===== src/rtl/uart_lmcs_pkg.sv =====
// Shared constants and types for the line, modem control and status block
`default_nettype none
package uart_lmcs_pkg;
	localparam logic [7:0] OFS_DATA = 8'h00;
	localparam logic [7:0] OFS_IEN = 8'h04;
	localparam logic [7:0] OFS_EFR = 8'h08;
	localparam logic [7:0] OFS_LCTL = 8'h0C;
	localparam logic [7:0] OFS_MCTL = 8'h10;
	localparam logic [7:0] OFS_LSTAT = 8'h14;
	localparam logic [7:0] LCTL_RST = 8'h00;
	localparam logic [7:0] MCTL_RST = 8'h00;
	localparam logic [7:0] IEN_RST = 8'h00;
	localparam logic [7:0] EFR_RST = 8'h00;
	localparam logic [15:0] DIV_RST = 16'h0001;
	localparam logic [5:0] SYNC_RST = 6'h1F;
	localparam int LC_STOP = 2;
	localparam int LC_PEN = 3;
	localparam int LC_EVEN = 4;
	localparam int LC_FORCE = 5;
	localparam int LC_BRK = 6;
	localparam int LC_DLAB = 7;
	localparam int MC_DTR = 0;
	localparam int MC_RTS = 1;
	localparam int MC_OUT1 = 2;
	localparam int MC_IRQEN = 3;
	localparam int MC_LOOP = 4;
	localparam int MC_ANY = 5;
	localparam int MC_IR = 6;
	localparam int MC_PRESC = 7;
	localparam int EF_ENH = 4;
	localparam int EF_ARTS = 6;
	localparam int IE_LS = 2;
	localparam logic [5:0] BIT_T = 6'h10;
	localparam logic [5:0] MID_T = 6'h08;
	localparam logic [5:0] STOP15_T = 6'h18;
	localparam logic [5:0] STOP2_T = 6'h20;
	localparam logic [5:0] IR_PULSE_T = 6'h03;
	localparam logic [1:0] PRESC_LAST = 2'h3;
	typedef enum logic [2:0] {ST_IDLE, ST_START, ST_DATA, ST_PAR, ST_STOP, ST_WAIT} ser_state_t;
	typedef struct packed {
		logic cd;
		logic ri;
		logic dsr;
		logic cts;
	} modem_t;
	typedef struct packed {
		logic [7:0] data;
		logic pe;
		logic fe;
		logic bi;
	} rxchar_t;
endpackage : uart_lmcs_pkg
`default_nettype wire


===== src/rtl/uart_line_modem_ctrl_status.sv =====
// One serial channel: format control, modem control outputs, line status
// Summary of operation
// - Two-bit field selects five to eight bits
// - Stop select gives 1, 1.5 or 2
// - Parity enable adds and checks parity bit
// - Parity type picks odd or even
// - Forced parity gives fixed mark or space
// - Break bit holds transmit line low outside loopback and infrared modes
// - Divisor access bit redirects shared addresses
// - Terminal-ready bit drives low-active output
// - Send-request bit drives low-active output
// - User output one feeds loopback ring
// - Interrupt output enable and user output two
// - Loopback bit enables internal local loopback
// - Any character resumes suspended transmission
// - Infrared coding, transmit low when idle
// - Prescaler divides clock by four
// - Line status interrupt from error flags
// - Receive ready while a character held
// - Overrun flagged, held data kept intact
// - Parity and framing follow held character
// - Break stored once, held until high
// - Holding-empty set on move, cleared on write
// - Loopback feeds modem status from control
// - Line status read clears its interrupt
`default_nettype none
module uart_line_modem_ctrl_status #(
	parameter logic [7:0] XON_CHAR = 8'h11,
	parameter logic [7:0] XOFF_CHAR = 8'h13
) (
	input wire logic core_clk,
	input wire logic resetn,
	input wire logic psel,
	input wire logic penable,
	input wire logic pwrite,
	input wire logic [31:0] paddr,
	input wire logic [31:0] pwdata,
	output logic [31:0] prdata,
	output logic pready,
	output logic pslverr,
	input wire logic rxPin,
	output logic txPin,
	output logic irTxPin,
	input wire logic ctsN,
	input wire logic dsrN,
	input wire logic riN,
	input wire logic cdN,
	output logic dtrN,
	output logic rtsN,
	input wire logic irqOutputSelectPin,
	output logic irqOut,
	output logic irqOeN,
	input wire logic txSuspendReq,
	output uart_lmcs_pkg::modem_t modemState
);
	logic [7:0] lcr_r, mcr_r, ien_r, efr_r, divLo_r, divHi_r, thr_r;
	logic thrEmpty_r, rxFull_r, ovr_r, lsIrq_r, suspended_r;
	uart_lmcs_pkg::rxchar_t rxHold_r;
	logic [31:0] prdata_r;
	logic [5:0] syncIn, s1_r, s2_r, s3_r, filt_r;

	// Three-stage input synchronisers with agreement filter
	assign syncIn = {irqOutputSelectPin, cdN, riN, dsrN, ctsN, rxPin};
	genvar gi;
	for (gi = 0; gi < 6; gi++) begin : g_sync
		always_ff @(posedge core_clk or negedge resetn) begin
			if (!resetn) begin
				s1_r[gi] <= uart_lmcs_pkg::SYNC_RST[gi];
				s2_r[gi] <= uart_lmcs_pkg::SYNC_RST[gi];
				s3_r[gi] <= uart_lmcs_pkg::SYNC_RST[gi];
				filt_r[gi] <= uart_lmcs_pkg::SYNC_RST[gi];
			end else begin
				s1_r[gi] <= syncIn[gi];
				s2_r[gi] <= s1_r[gi];
				s3_r[gi] <= s2_r[gi];
				if (s2_r[gi] == s3_r[gi]) begin
					filt_r[gi] <= s3_r[gi];
				end
			end
		end
	end

	// Bus decode
	wire [7:0] addr = paddr[7:0];
	wire mapped = (paddr[31:8] == 24'h0000_00) && (paddr[1:0] == 2'h0)
		&& (addr <= uart_lmcs_pkg::OFS_LSTAT);
	wire apbSetup = psel && !penable;
	wire apbAcc = psel && penable;
	wire wr = apbAcc && pwrite && mapped;
	wire rd = apbAcc && !pwrite && mapped;
	wire dlab = lcr_r[uart_lmcs_pkg::LC_DLAB];
	wire atData = addr == uart_lmcs_pkg::OFS_DATA;
	wire atIen = addr == uart_lmcs_pkg::OFS_IEN;
	wire wThr = wr && atData && !dlab;
	wire wDivLo = wr && atData && dlab;
	wire wDivHi = wr && atIen && dlab;
	wire wIen = wr && atIen && !dlab;
	wire wEfr = wr && addr == uart_lmcs_pkg::OFS_EFR;
	wire wLcr = wr && addr == uart_lmcs_pkg::OFS_LCTL;
	wire wMcr = wr && addr == uart_lmcs_pkg::OFS_MCTL;
	wire rRhr = rd && atData && !dlab;
	wire rLsr = rd && addr == uart_lmcs_pkg::OFS_LSTAT;
	assign pready = 1'b1;
	assign pslverr = apbAcc && !mapped;
	assign prdata = prdata_r;

	// Mode decode
	wire enh = efr_r[uart_lmcs_pkg::EF_ENH];
	wire loop = mcr_r[uart_lmcs_pkg::MC_LOOP];
	wire irMode = enh && mcr_r[uart_lmcs_pkg::MC_IR];
	wire presc = enh && mcr_r[uart_lmcs_pkg::MC_PRESC];
	wire xonAny = enh && mcr_r[uart_lmcs_pkg::MC_ANY];
	wire brk = lcr_r[uart_lmcs_pkg::LC_BRK];
	wire parEn = lcr_r[uart_lmcs_pkg::LC_PEN];
	wire [3:0] dataBits = 4'h5 + {2'h0, lcr_r[1:0]};
	wire [7:0] dataMask = ~(8'hFF << dataBits);
	wire [5:0] stopTicks = !lcr_r[uart_lmcs_pkg::LC_STOP] ? uart_lmcs_pkg::BIT_T
		: (lcr_r[1:0] == 2'h0) ? uart_lmcs_pkg::STOP15_T : uart_lmcs_pkg::STOP2_T;

	function automatic logic parityOf(input logic [7:0] d, input logic [7:0] lc);
		logic p;
		p = 1'b0;
		if (lc[uart_lmcs_pkg::LC_FORCE]) begin
			p = !lc[uart_lmcs_pkg::LC_EVEN];
		end else begin
			p = lc[uart_lmcs_pkg::LC_EVEN] ? ^d : ~^d;
		end
		return p;
	endfunction : parityOf

	// Baud tick, optionally after a divide-by-four prescaler
	logic [1:0] preCnt_r;
	logic [15:0] baudCnt_r;
	wire preTick = !presc || preCnt_r == uart_lmcs_pkg::PRESC_LAST;
	wire tick = preTick && baudCnt_r <= 16'h0001;
	always_ff @(posedge core_clk or negedge resetn) begin
		if (!resetn) begin
			preCnt_r <= 2'h0;
			baudCnt_r <= uart_lmcs_pkg::DIV_RST;
		end else begin
			preCnt_r <= preCnt_r + 2'h1;
			if (preTick) begin
				baudCnt_r <= tick ? {divHi_r, divLo_r} : baudCnt_r - 16'h0001;
			end
		end
	end

	// Transmitter
	uart_lmcs_pkg::ser_state_t txSt_r;
	logic [7:0] txShift_r;
	logic txPar_r, txPin_r, irTx_r;
	logic [2:0] txBit_r;
	logic [5:0] txTick_r;
	wire txLoad = txSt_r == uart_lmcs_pkg::ST_IDLE && !thrEmpty_r && !suspended_r;
	wire txLast = txTick_r == ((txSt_r == uart_lmcs_pkg::ST_STOP) ? stopTicks - 6'h01
		: uart_lmcs_pkg::BIT_T - 6'h01);
	wire txLastBit = {1'b0, txBit_r} == dataBits - 4'h1;
	logic txLevel;
	always_comb begin
		unique case (txSt_r)
			uart_lmcs_pkg::ST_START: txLevel = 1'b0;
			uart_lmcs_pkg::ST_DATA: txLevel = txShift_r[0];
			uart_lmcs_pkg::ST_PAR: txLevel = txPar_r;
			default: txLevel = 1'b1;
		endcase
	end
	wire serOut = brk ? 1'b0 : txLevel;
	always_ff @(posedge core_clk or negedge resetn) begin
		if (!resetn) begin
			txSt_r <= uart_lmcs_pkg::ST_IDLE;
			txShift_r <= 8'h00;
			txPar_r <= 1'b0;
			txBit_r <= 3'h0;
			txTick_r <= 6'h00;
		end else if (txLoad) begin
			txShift_r <= thr_r & dataMask;
			txPar_r <= parityOf(thr_r & dataMask, lcr_r);
			txSt_r <= uart_lmcs_pkg::ST_START;
			txTick_r <= 6'h00;
			txBit_r <= 3'h0;
		end else if (tick && txSt_r != uart_lmcs_pkg::ST_IDLE) begin
			txTick_r <= txLast ? 6'h00 : txTick_r + 6'h01;
			if (txLast) begin
				unique case (txSt_r)
					uart_lmcs_pkg::ST_START: txSt_r <= uart_lmcs_pkg::ST_DATA;
					uart_lmcs_pkg::ST_DATA: begin
						txShift_r <= txShift_r >> 1;
						txBit_r <= txBit_r + 3'h1;
						if (txLastBit) begin
							txSt_r <= parEn ? uart_lmcs_pkg::ST_PAR : uart_lmcs_pkg::ST_STOP;
						end
					end
					uart_lmcs_pkg::ST_PAR: txSt_r <= uart_lmcs_pkg::ST_STOP;
					default: txSt_r <= uart_lmcs_pkg::ST_IDLE;
				endcase
			end
		end
	end
	always_ff @(posedge core_clk or negedge resetn) begin
		if (!resetn) begin
			txPin_r <= 1'b1;
			irTx_r <= 1'b0;
		end else begin
			txPin_r <= loop || irMode || serOut;
			irTx_r <= irMode && !loop && !serOut && txTick_r < uart_lmcs_pkg::IR_PULSE_T;
		end
	end
	assign txPin = txPin_r;
	assign irTxPin = irTx_r;

	// Receiver
	logic [3:0] irStretch_r;
	wire rxF = filt_r[0];
	wire irDec = !(rxF || irStretch_r != 4'h0);
	wire rxIn = loop ? serOut : (irMode ? irDec : rxF);
	uart_lmcs_pkg::ser_state_t rxSt_r;
	logic [7:0] rxShift_r;
	logic [2:0] rxBit_r;
	logic [5:0] rxTick_r;
	logic rxPar_r, rxZero_r;
	wire rxSample = tick && rxTick_r == uart_lmcs_pkg::BIT_T - 6'h01;
	wire rxMid = tick && rxTick_r == uart_lmcs_pkg::MID_T - 6'h01;
	wire rxDone = rxSample && rxSt_r == uart_lmcs_pkg::ST_STOP;
	wire rxLastBit = {1'b0, rxBit_r} == dataBits - 4'h1;
	wire [7:0] rxData = (rxShift_r >> (4'h8 - dataBits)) & dataMask;
	wire rxBi = rxZero_r && !rxIn;
	wire rxFe = !rxIn;
	wire rxPe = parEn && rxPar_r != parityOf(rxData, lcr_r);
	wire isFlow = efr_r[3:0] != 4'h0 && (rxData == XON_CHAR || rxData == XOFF_CHAR);
	wire store = rxDone && !(isFlow && !rxBi);
	wire rxLoad = store && (!rxFull_r || rRhr);
	wire ovrEvt = store && rxFull_r && !rRhr;
	always_ff @(posedge core_clk or negedge resetn) begin
		if (!resetn) begin
			irStretch_r <= 4'h0;
		end else if (rxF) begin
			irStretch_r <= 4'hF;
		end else if (tick && irStretch_r != 4'h0) begin
			irStretch_r <= irStretch_r - 4'h1;
		end
	end
	always_ff @(posedge core_clk or negedge resetn) begin
		if (!resetn) begin
			rxSt_r <= uart_lmcs_pkg::ST_IDLE;
			rxShift_r <= 8'h00;
			rxBit_r <= 3'h0;
			rxTick_r <= 6'h00;
			rxPar_r <= 1'b0;
			rxZero_r <= 1'b0;
		end else begin
			if (tick) begin
				rxTick_r <= rxSample || rxMid && rxSt_r == uart_lmcs_pkg::ST_START ? 6'h00
					: rxTick_r + 6'h01;
			end
			unique case (rxSt_r)
				uart_lmcs_pkg::ST_IDLE: if (!rxIn) begin
					rxSt_r <= uart_lmcs_pkg::ST_START;
					rxTick_r <= 6'h00;
					rxBit_r <= 3'h0;
					rxZero_r <= 1'b1;
				end
				uart_lmcs_pkg::ST_START: if (rxMid) begin
					rxSt_r <= rxIn ? uart_lmcs_pkg::ST_IDLE : uart_lmcs_pkg::ST_DATA;
				end
				uart_lmcs_pkg::ST_DATA: if (rxSample) begin
					rxShift_r <= {rxIn, rxShift_r[7:1]};
					rxZero_r <= rxZero_r && !rxIn;
					rxBit_r <= rxBit_r + 3'h1;
					if (rxLastBit) begin
						rxSt_r <= parEn ? uart_lmcs_pkg::ST_PAR : uart_lmcs_pkg::ST_STOP;
					end
				end
				uart_lmcs_pkg::ST_PAR: if (rxSample) begin
					rxPar_r <= rxIn;
					rxZero_r <= rxZero_r && !rxIn;
					rxSt_r <= uart_lmcs_pkg::ST_STOP;
				end
				uart_lmcs_pkg::ST_STOP: if (rxSample) begin
					rxSt_r <= rxBi ? uart_lmcs_pkg::ST_WAIT : uart_lmcs_pkg::ST_IDLE;
				end
				uart_lmcs_pkg::ST_WAIT: if (rxIn) begin
					rxSt_r <= uart_lmcs_pkg::ST_IDLE;
				end
			endcase
		end
	end

	// Holding registers and status flags
	wire lsEvt = ovrEvt || rxLoad && (rxPe || rxFe || rxBi);
	always_ff @(posedge core_clk or negedge resetn) begin
		if (!resetn) begin
			rxHold_r <= '0;
			rxFull_r <= 1'b0;
			ovr_r <= 1'b0;
			lsIrq_r <= 1'b0;
			thr_r <= 8'h00;
			thrEmpty_r <= 1'b1;
			suspended_r <= 1'b0;
		end else begin
			if (rxLoad) begin
				rxHold_r <= '{data: rxBi ? 8'h00 : rxData, pe: rxPe, fe: rxFe, bi: rxBi};
			end
			rxFull_r <= rxLoad || (rxFull_r && !rRhr);
			ovr_r <= ovrEvt || (ovr_r && !rLsr);
			lsIrq_r <= lsEvt || (lsIrq_r && !rLsr);
			if (wThr) begin
				thr_r <= pwdata[7:0];
			end
			thrEmpty_r <= !wThr && (thrEmpty_r || txLoad);
			suspended_r <= txSuspendReq || (suspended_r && !(rxDone && xonAny));
		end
	end

	// Control registers
	always_ff @(posedge core_clk or negedge resetn) begin
		if (!resetn) begin
			lcr_r <= uart_lmcs_pkg::LCTL_RST;
			mcr_r <= uart_lmcs_pkg::MCTL_RST;
			ien_r <= uart_lmcs_pkg::IEN_RST;
			efr_r <= uart_lmcs_pkg::EFR_RST;
			divLo_r <= uart_lmcs_pkg::DIV_RST[7:0];
			divHi_r <= uart_lmcs_pkg::DIV_RST[15:8];
		end else begin
			if (wLcr) lcr_r <= pwdata[7:0];
			if (wMcr) mcr_r <= pwdata[7:0];
			if (wIen) ien_r <= pwdata[7:0];
			if (wEfr) efr_r <= pwdata[7:0];
			if (wDivLo) divLo_r <= pwdata[7:0];
			if (wDivHi) divHi_r <= pwdata[7:0];
		end
	end

	// Read path, captured in the setup phase
	wire [7:0] lsrVal = {rxFull_r && (rxHold_r.pe || rxHold_r.fe || rxHold_r.bi),
		thrEmpty_r && txSt_r == uart_lmcs_pkg::ST_IDLE, thrEmpty_r,
		rxHold_r.bi && rxFull_r, rxHold_r.fe && rxFull_r, rxHold_r.pe && rxFull_r,
		ovr_r, rxFull_r};
	wire [7:0] rdMux = atData ? (dlab ? divLo_r : rxHold_r.data)
		: atIen ? (dlab ? divHi_r : ien_r)
		: addr == uart_lmcs_pkg::OFS_EFR ? efr_r
		: addr == uart_lmcs_pkg::OFS_LCTL ? lcr_r
		: addr == uart_lmcs_pkg::OFS_MCTL ? mcr_r
		: addr == uart_lmcs_pkg::OFS_LSTAT ? lsrVal : 8'h00;
	always_ff @(posedge core_clk or negedge resetn) begin
		if (!resetn) begin
			prdata_r <= 32'h0000_0000;
		end else if (apbSetup && !pwrite) begin
			prdata_r <= {24'h0000_00, mapped ? rdMux : 8'h00};
		end
	end

	// Modem and interrupt outputs
	uart_lmcs_pkg::modem_t mdm, modem_r;
	logic dtrN_r, rtsN_r, irq_r, irqOeN_r;
	wire autoRtsOff = efr_r[uart_lmcs_pkg::EF_ARTS] && rxFull_r;
	always_comb begin
		if (loop) begin
			mdm.cts = mcr_r[uart_lmcs_pkg::MC_RTS];
			mdm.dsr = mcr_r[uart_lmcs_pkg::MC_DTR];
			mdm.ri = mcr_r[uart_lmcs_pkg::MC_OUT1];
			mdm.cd = mcr_r[uart_lmcs_pkg::MC_IRQEN];
		end else begin
			mdm.cts = !filt_r[1];
			mdm.dsr = !filt_r[2];
			mdm.ri = !filt_r[3];
			mdm.cd = !filt_r[4];
		end
	end
	always_ff @(posedge core_clk or negedge resetn) begin
		if (!resetn) begin
			modem_r <= '0;
			dtrN_r <= 1'b1;
			rtsN_r <= 1'b1;
			irq_r <= 1'b0;
			irqOeN_r <= 1'b1;
		end else begin
			modem_r <= mdm;
			dtrN_r <= loop || !mcr_r[uart_lmcs_pkg::MC_DTR];
			rtsN_r <= loop || !mcr_r[uart_lmcs_pkg::MC_RTS] || autoRtsOff;
			irq_r <= (ien_r[0] && rxFull_r) || (ien_r[1] && thrEmpty_r)
				|| (ien_r[uart_lmcs_pkg::IE_LS] && lsIrq_r);
			irqOeN_r <= !(filt_r[5] || mcr_r[uart_lmcs_pkg::MC_IRQEN]);
		end
	end
	assign modemState = modem_r;
	assign dtrN = dtrN_r;
	assign rtsN = rtsN_r;
	assign irqOut = irq_r;
	assign irqOeN = irqOeN_r;
endmodule : uart_line_modem_ctrl_status
`default_nettype wire


===== config.mk =====
export PLATFORM = sky130hd
export DESIGN_NAME = uart_line_modem_ctrl_status
export DESIGN_NICKNAME = d
export VERILOG_FILES = /design/src/rtl/uart_lmcs_pkg.sv /design/src/rtl/uart_line_modem_ctrl_status.sv
export SDC_FILE = /design/constraint.sdc
export NUM_CORES = 1
export LEC_CHECK = 0
export ABC_AREA = 0
export ABC_CLOCK_PERIOD_IN_PS = 3500
export BUFFER_PORTS_ARGS = -buffer_cell sky130_fd_sc_hd__buf_2
export CORE_UTILIZATION = 53
export CTS_CLUSTER_DIAMETER = 80
export DETAILED_ROUTE_END_ITERATION = 7
export GPL_ROUTABILITY_DRIVEN = 0
export PLACE_DENSITY = 0.76
export SETUP_SLACK_MARGIN = 0.1
export SYNTH_ARGS = -nofsm -noshare
export SYNTH_HDL_FRONTEND = slang
export SYNTH_SLANG_ARGS = --single-unit

===== constraint.sdc =====
create_clock -name core_clk -period 3.5 [get_ports core_clk]
set_input_delay 1.05 -clock core_clk [delete_from_list [all_inputs] [get_ports core_clk]]
set_output_delay 1.05 -clock core_clk [all_outputs]
set_load 0.05 [all_outputs]

==> summary.txt <==
Timing
  • Post-route setup TNS: 0 ns
  • Final Cycle Share: 94.1%
  • Peak Freq: 304 MHz
  • Worst slew pin tran: 1.01 ns
  • Final setup vio count: 0
  • Clock Skew: 0.00667 ns
  • Slew Limit Headroom: 32.4%
  • Hold Slack: 0.351 ns
  • Final Hold Fails: 0
  • Post-route minimum period: 3.29 ns
  • RSZ-0062 raised after global routing: false
  • Pins Over Slew Limit: 0

Routing
  • Total number of vias: 7005
  • Initial detailed-routing violation count: 733
  • WL final: 21.9 mm
  • DRC: 0
  • Pre-antenna DRT Iters: 5
  • Final ANT Viol Nets: 0
  • Wire per inst: 18.6 microns
  • Via/cell ratio: 5.93

Yosys
  • Ys flop type: dfrtp_1
  • FFs w/ async S/R, synth: 100%
  • Synth Warn #: 0
  • Post-synth EDFFs: 0
  • Mapped Area: 9240 sq um
  • Library cells used by synthesis: 72
  • Sequential element share of the synthesized area: 48.9%
  • Post-Syn Instances: 861
  • Syn avg cell area: 10.7 sq um
  • Register bit total from synthesis: 179

Worst hold path
  • Worst hold path class: register to register

Clock tree
  • Worst-case clock buffer depth: 2
  • Cts hold-fix bufs: 0
  • Worst skew pair latency: 0.43 ns
  • Worst-path clk slew: 0.07 ns
  • Setup repair bufs after CTS: 0
  • CTS-repair resized insts: 0
  • CTS tree: built
  • CTS root buf: clkbuf_16
  • TritonCTS Buffers: 17
  • Clk sinks: 179
  • H-tree levels: 4

Pwr
  • Max rail drop VDD: 0.433 mV
  • PwrDens: 441 nW/um^2
  • Leak Pwr: 4.93 nW

GRT
  • Overall routing resource usage: 25.7%
  • Largest net degree at the start of global routing: 77
  • Initial antenna violation count: 0
  • Global-route wire length before repair: 35.1 mm
  • Total gr overflow: 0
  • Vias in the first global route: 6536

Critical path
  • Worst R2R Setup Slack: 0.31 ns
  • Delay of the slowest cell on the worst path: 0.56 ns
  • Critical path's slowest cell: or4_4
  • Worst path top cell family by delay: simple AND/OR/NAND/NOR gates
  • Required @ worst endpoint: 2.45 ns
  • Worst path bufs/invs: 2
  • Arrival @ worst endpoint: 2.24 ns
  • CP Class: primary input to output port
  • Worst-path cell chain: buf_2, or4_4, nor2_4, and3_1, nor2_2, buf_2
  • CP Max Fanout: 3
  • Startpoint types: primary input
  • Critical Path End Type: output port
  • Most frequent cell on the critical path: buf_2

Placed design
  • Number of port buffers: 70
  • DP Wirelength: 15.9 mm
  • Post-place instance area: 9930 sq um
  • Placed Instances: 1150

Floorplanning
  • Row count: 47
  • Die Wd: 134 microns
  • Initial Util: 54.9%
  • IO Pins: 120
  • Die Span Y: 134 microns
  • Core box area: 16800 sq um
  • Die area: 18000 sq um

Layout
  • Post-route design area: 10500 sq um
  • Most common cell after layout, fill and taps aside: dfrtp_1
  • Number of diodes: 0
  • # fillers: 1357
  • Final core utilization: 62.4%
  • Area grow syn2layout: 13.7%
  • Commonest cells after routing, fill and taps aside: dfrtp_1 (152), nand2_1 (80), mux2_2 (78)
  • Nets: 1043
  • Layout cells sized above 1: 27.8%
  • Final Instance Count excl. Fillers: 1182

Job
  • MaxCap Viol Count: 0

Outcome
  • Status: finished clean
[cell usage after synthesis, types with 3 or more instances]
master | instances | area (sq um)
nor3b_1 | 4 | 30.0
inv_1 | 27 | 101
a22o_1 | 5 | 43.8
o41ai_1 | 3 | 26.3
buf_2 | 5 | 25.0
clkbuf_1 | 23 | 86.3
nor3_1 | 16 | 80.1
dfrtp_1 | 152 | 3800
nand4b_1 | 4 | 35.0
mux2i_1 | 31 | 310
a21oi_1 | 38 | 190
nand2_1 | 80 | 300
and2_1 | 4 | 25.0
nand2b_1 | 8 | 50.1
buf_1 | 5 | 18.8
a22oi_1 | 5 | 37.5
and3_1 | 12 | 75.1
maj3_1 | 6 | 60.1
o211ai_1 | 3 | 22.5
nand3b_1 | 4 | 30.0
dfstp_2 | 27 | 709
o21ai_0 | 61 | 305
nand3_1 | 19 | 95.1
o2111ai_1 | 5 | 43.8
o22ai_1 | 8 | 50.1
or3_1 | 8 | 50.1
nor3_2 | 4 | 40.0
mux4_2 | 5 | 113
o2bb2ai_1 | 3 | 26.3
nor2b_1 | 8 | 50.1
or4_1 | 5 | 37.5
or2_2 | 3 | 18.8
buf_4 | 25 | 188
a21o_1 | 6 | 45.0
mux2_2 | 78 | 878
a31oi_1 | 6 | 37.5
ha_1 | 18 | 225
xor2_1 | 14 | 123
xnor2_1 | 9 | 78.8
nand4_1 | 12 | 75.1
nor2_1 | 46 | 173
o31ai_1 | 4 | 30.0
nor4_1 | 13 | 81.3
[worst register-to-register path: stages, from the launching register on]
cell     delay, ns
dfrtp_1       0.34
inv_1         0.06
ha_2          0.44
buf_4         0.20
mux4_2        0.52
ha_1          0.33
xnor2_1       0.19
xnor2_1       0.14
or3_1         0.37
a21o_1        0.21
a31oi_1       0.21
a21o_1        0.11
[per-stage QoR]
step / total power [W] / worst slack [ns]
finish: 0.00463 / 0.207
global route: 0.00483 / 0.168
CTS: 0.00466 / 0.146
detailed placement: 0.00282 / 0.148
global placement: 0.00281 / 0.149
floorplan: 0.00267 / 0.188
[per-layer routing]
metal  vias to the layer above  GRT usage, %  routed length (microns)
li1                       3248             -                        -
met2                       236          39.7                    10300
met3                        34          5.18                     1430
met4                         0          7.32                      347
met5                         -             0                        0
met1                      3487          36.8                     9840
[worst paths after layout]
path | startpoint | to | depth (start not counted)
max | paddr[0] | pslverr | 6
min | s1_r[5] | s2_r[5] | 0
max reg2reg | lcr_r[0] | lsIrq_r | 11
min reg2reg | s1_r[5] | s2_r[5] | 0
max in group asynchronous | resetn | filt_r[1] | 2
min in group asynchronous | resetn | irStretch_r[3] | 1
[cell families (layout without fill, tap and decap cells)]
| group | count (synthesis) | after routing | synth area share (%) |
|---|---|---|---|
| muxes | 114 | 114 | 14.1 |
| AOI/OAI and AO/OA | 164 | 164 | 10.9 |
| adders and majority gates | 24 | 24 | 3.09 |
| buffers and inverters | 85 | 163 | 4.54 |
| other | 2 | 25 | 0.0813 |
| and+or+nand+nor | 268 | 268 | 15.7 |
| xor gates and xnor gates | 25 | 25 | 2.67 |
| DFF | 179 | 179 | 48.9 |
[cell type report]
type | count | area, sq um | share of cell area, %
Clock buffer | 17 | 425 | 4.05
Clock inverter | 15 | 140 | 1.33
Inverter | 27 | 101 | 0.965
Multi-Input combinational cell | 620 | 4410 | 42.0
Sequential cell | 179 | 4510 | 43.0
Tap cell | 220 | 275 | 2.62
Timing Repair Buffer | 104 | 637 | 6.07
[registers in the layout, summed over array words and instances (netlist names), 8 cells and up]
register,flops
efr_r,8
divLo_r,8
lcr_r,8
prdata,8
mcr_r,8
rxShift_r,8
txShift_r,8
baudCnt_r,16
thr_r,8
rxHold_r,11
ien_r,8
divHi_r,8
[power by group]
| group | switching (W) | leakage, nW | internal (W) | total [W] |
|---|---|---|---|---|
| logic | 0.000319 | 2.33 | 0.000185 | 0.000505 |
| clock network | 0.000900 | 0.281 | 0.000945 | 0.00184 |
| registers | 0.000129 | 2.32 | 0.00216 | 0.00228 |
| total | 0.00135 | 4.93 | 0.00329 | 0.00463 |
(Power assumes the default switching activity.)
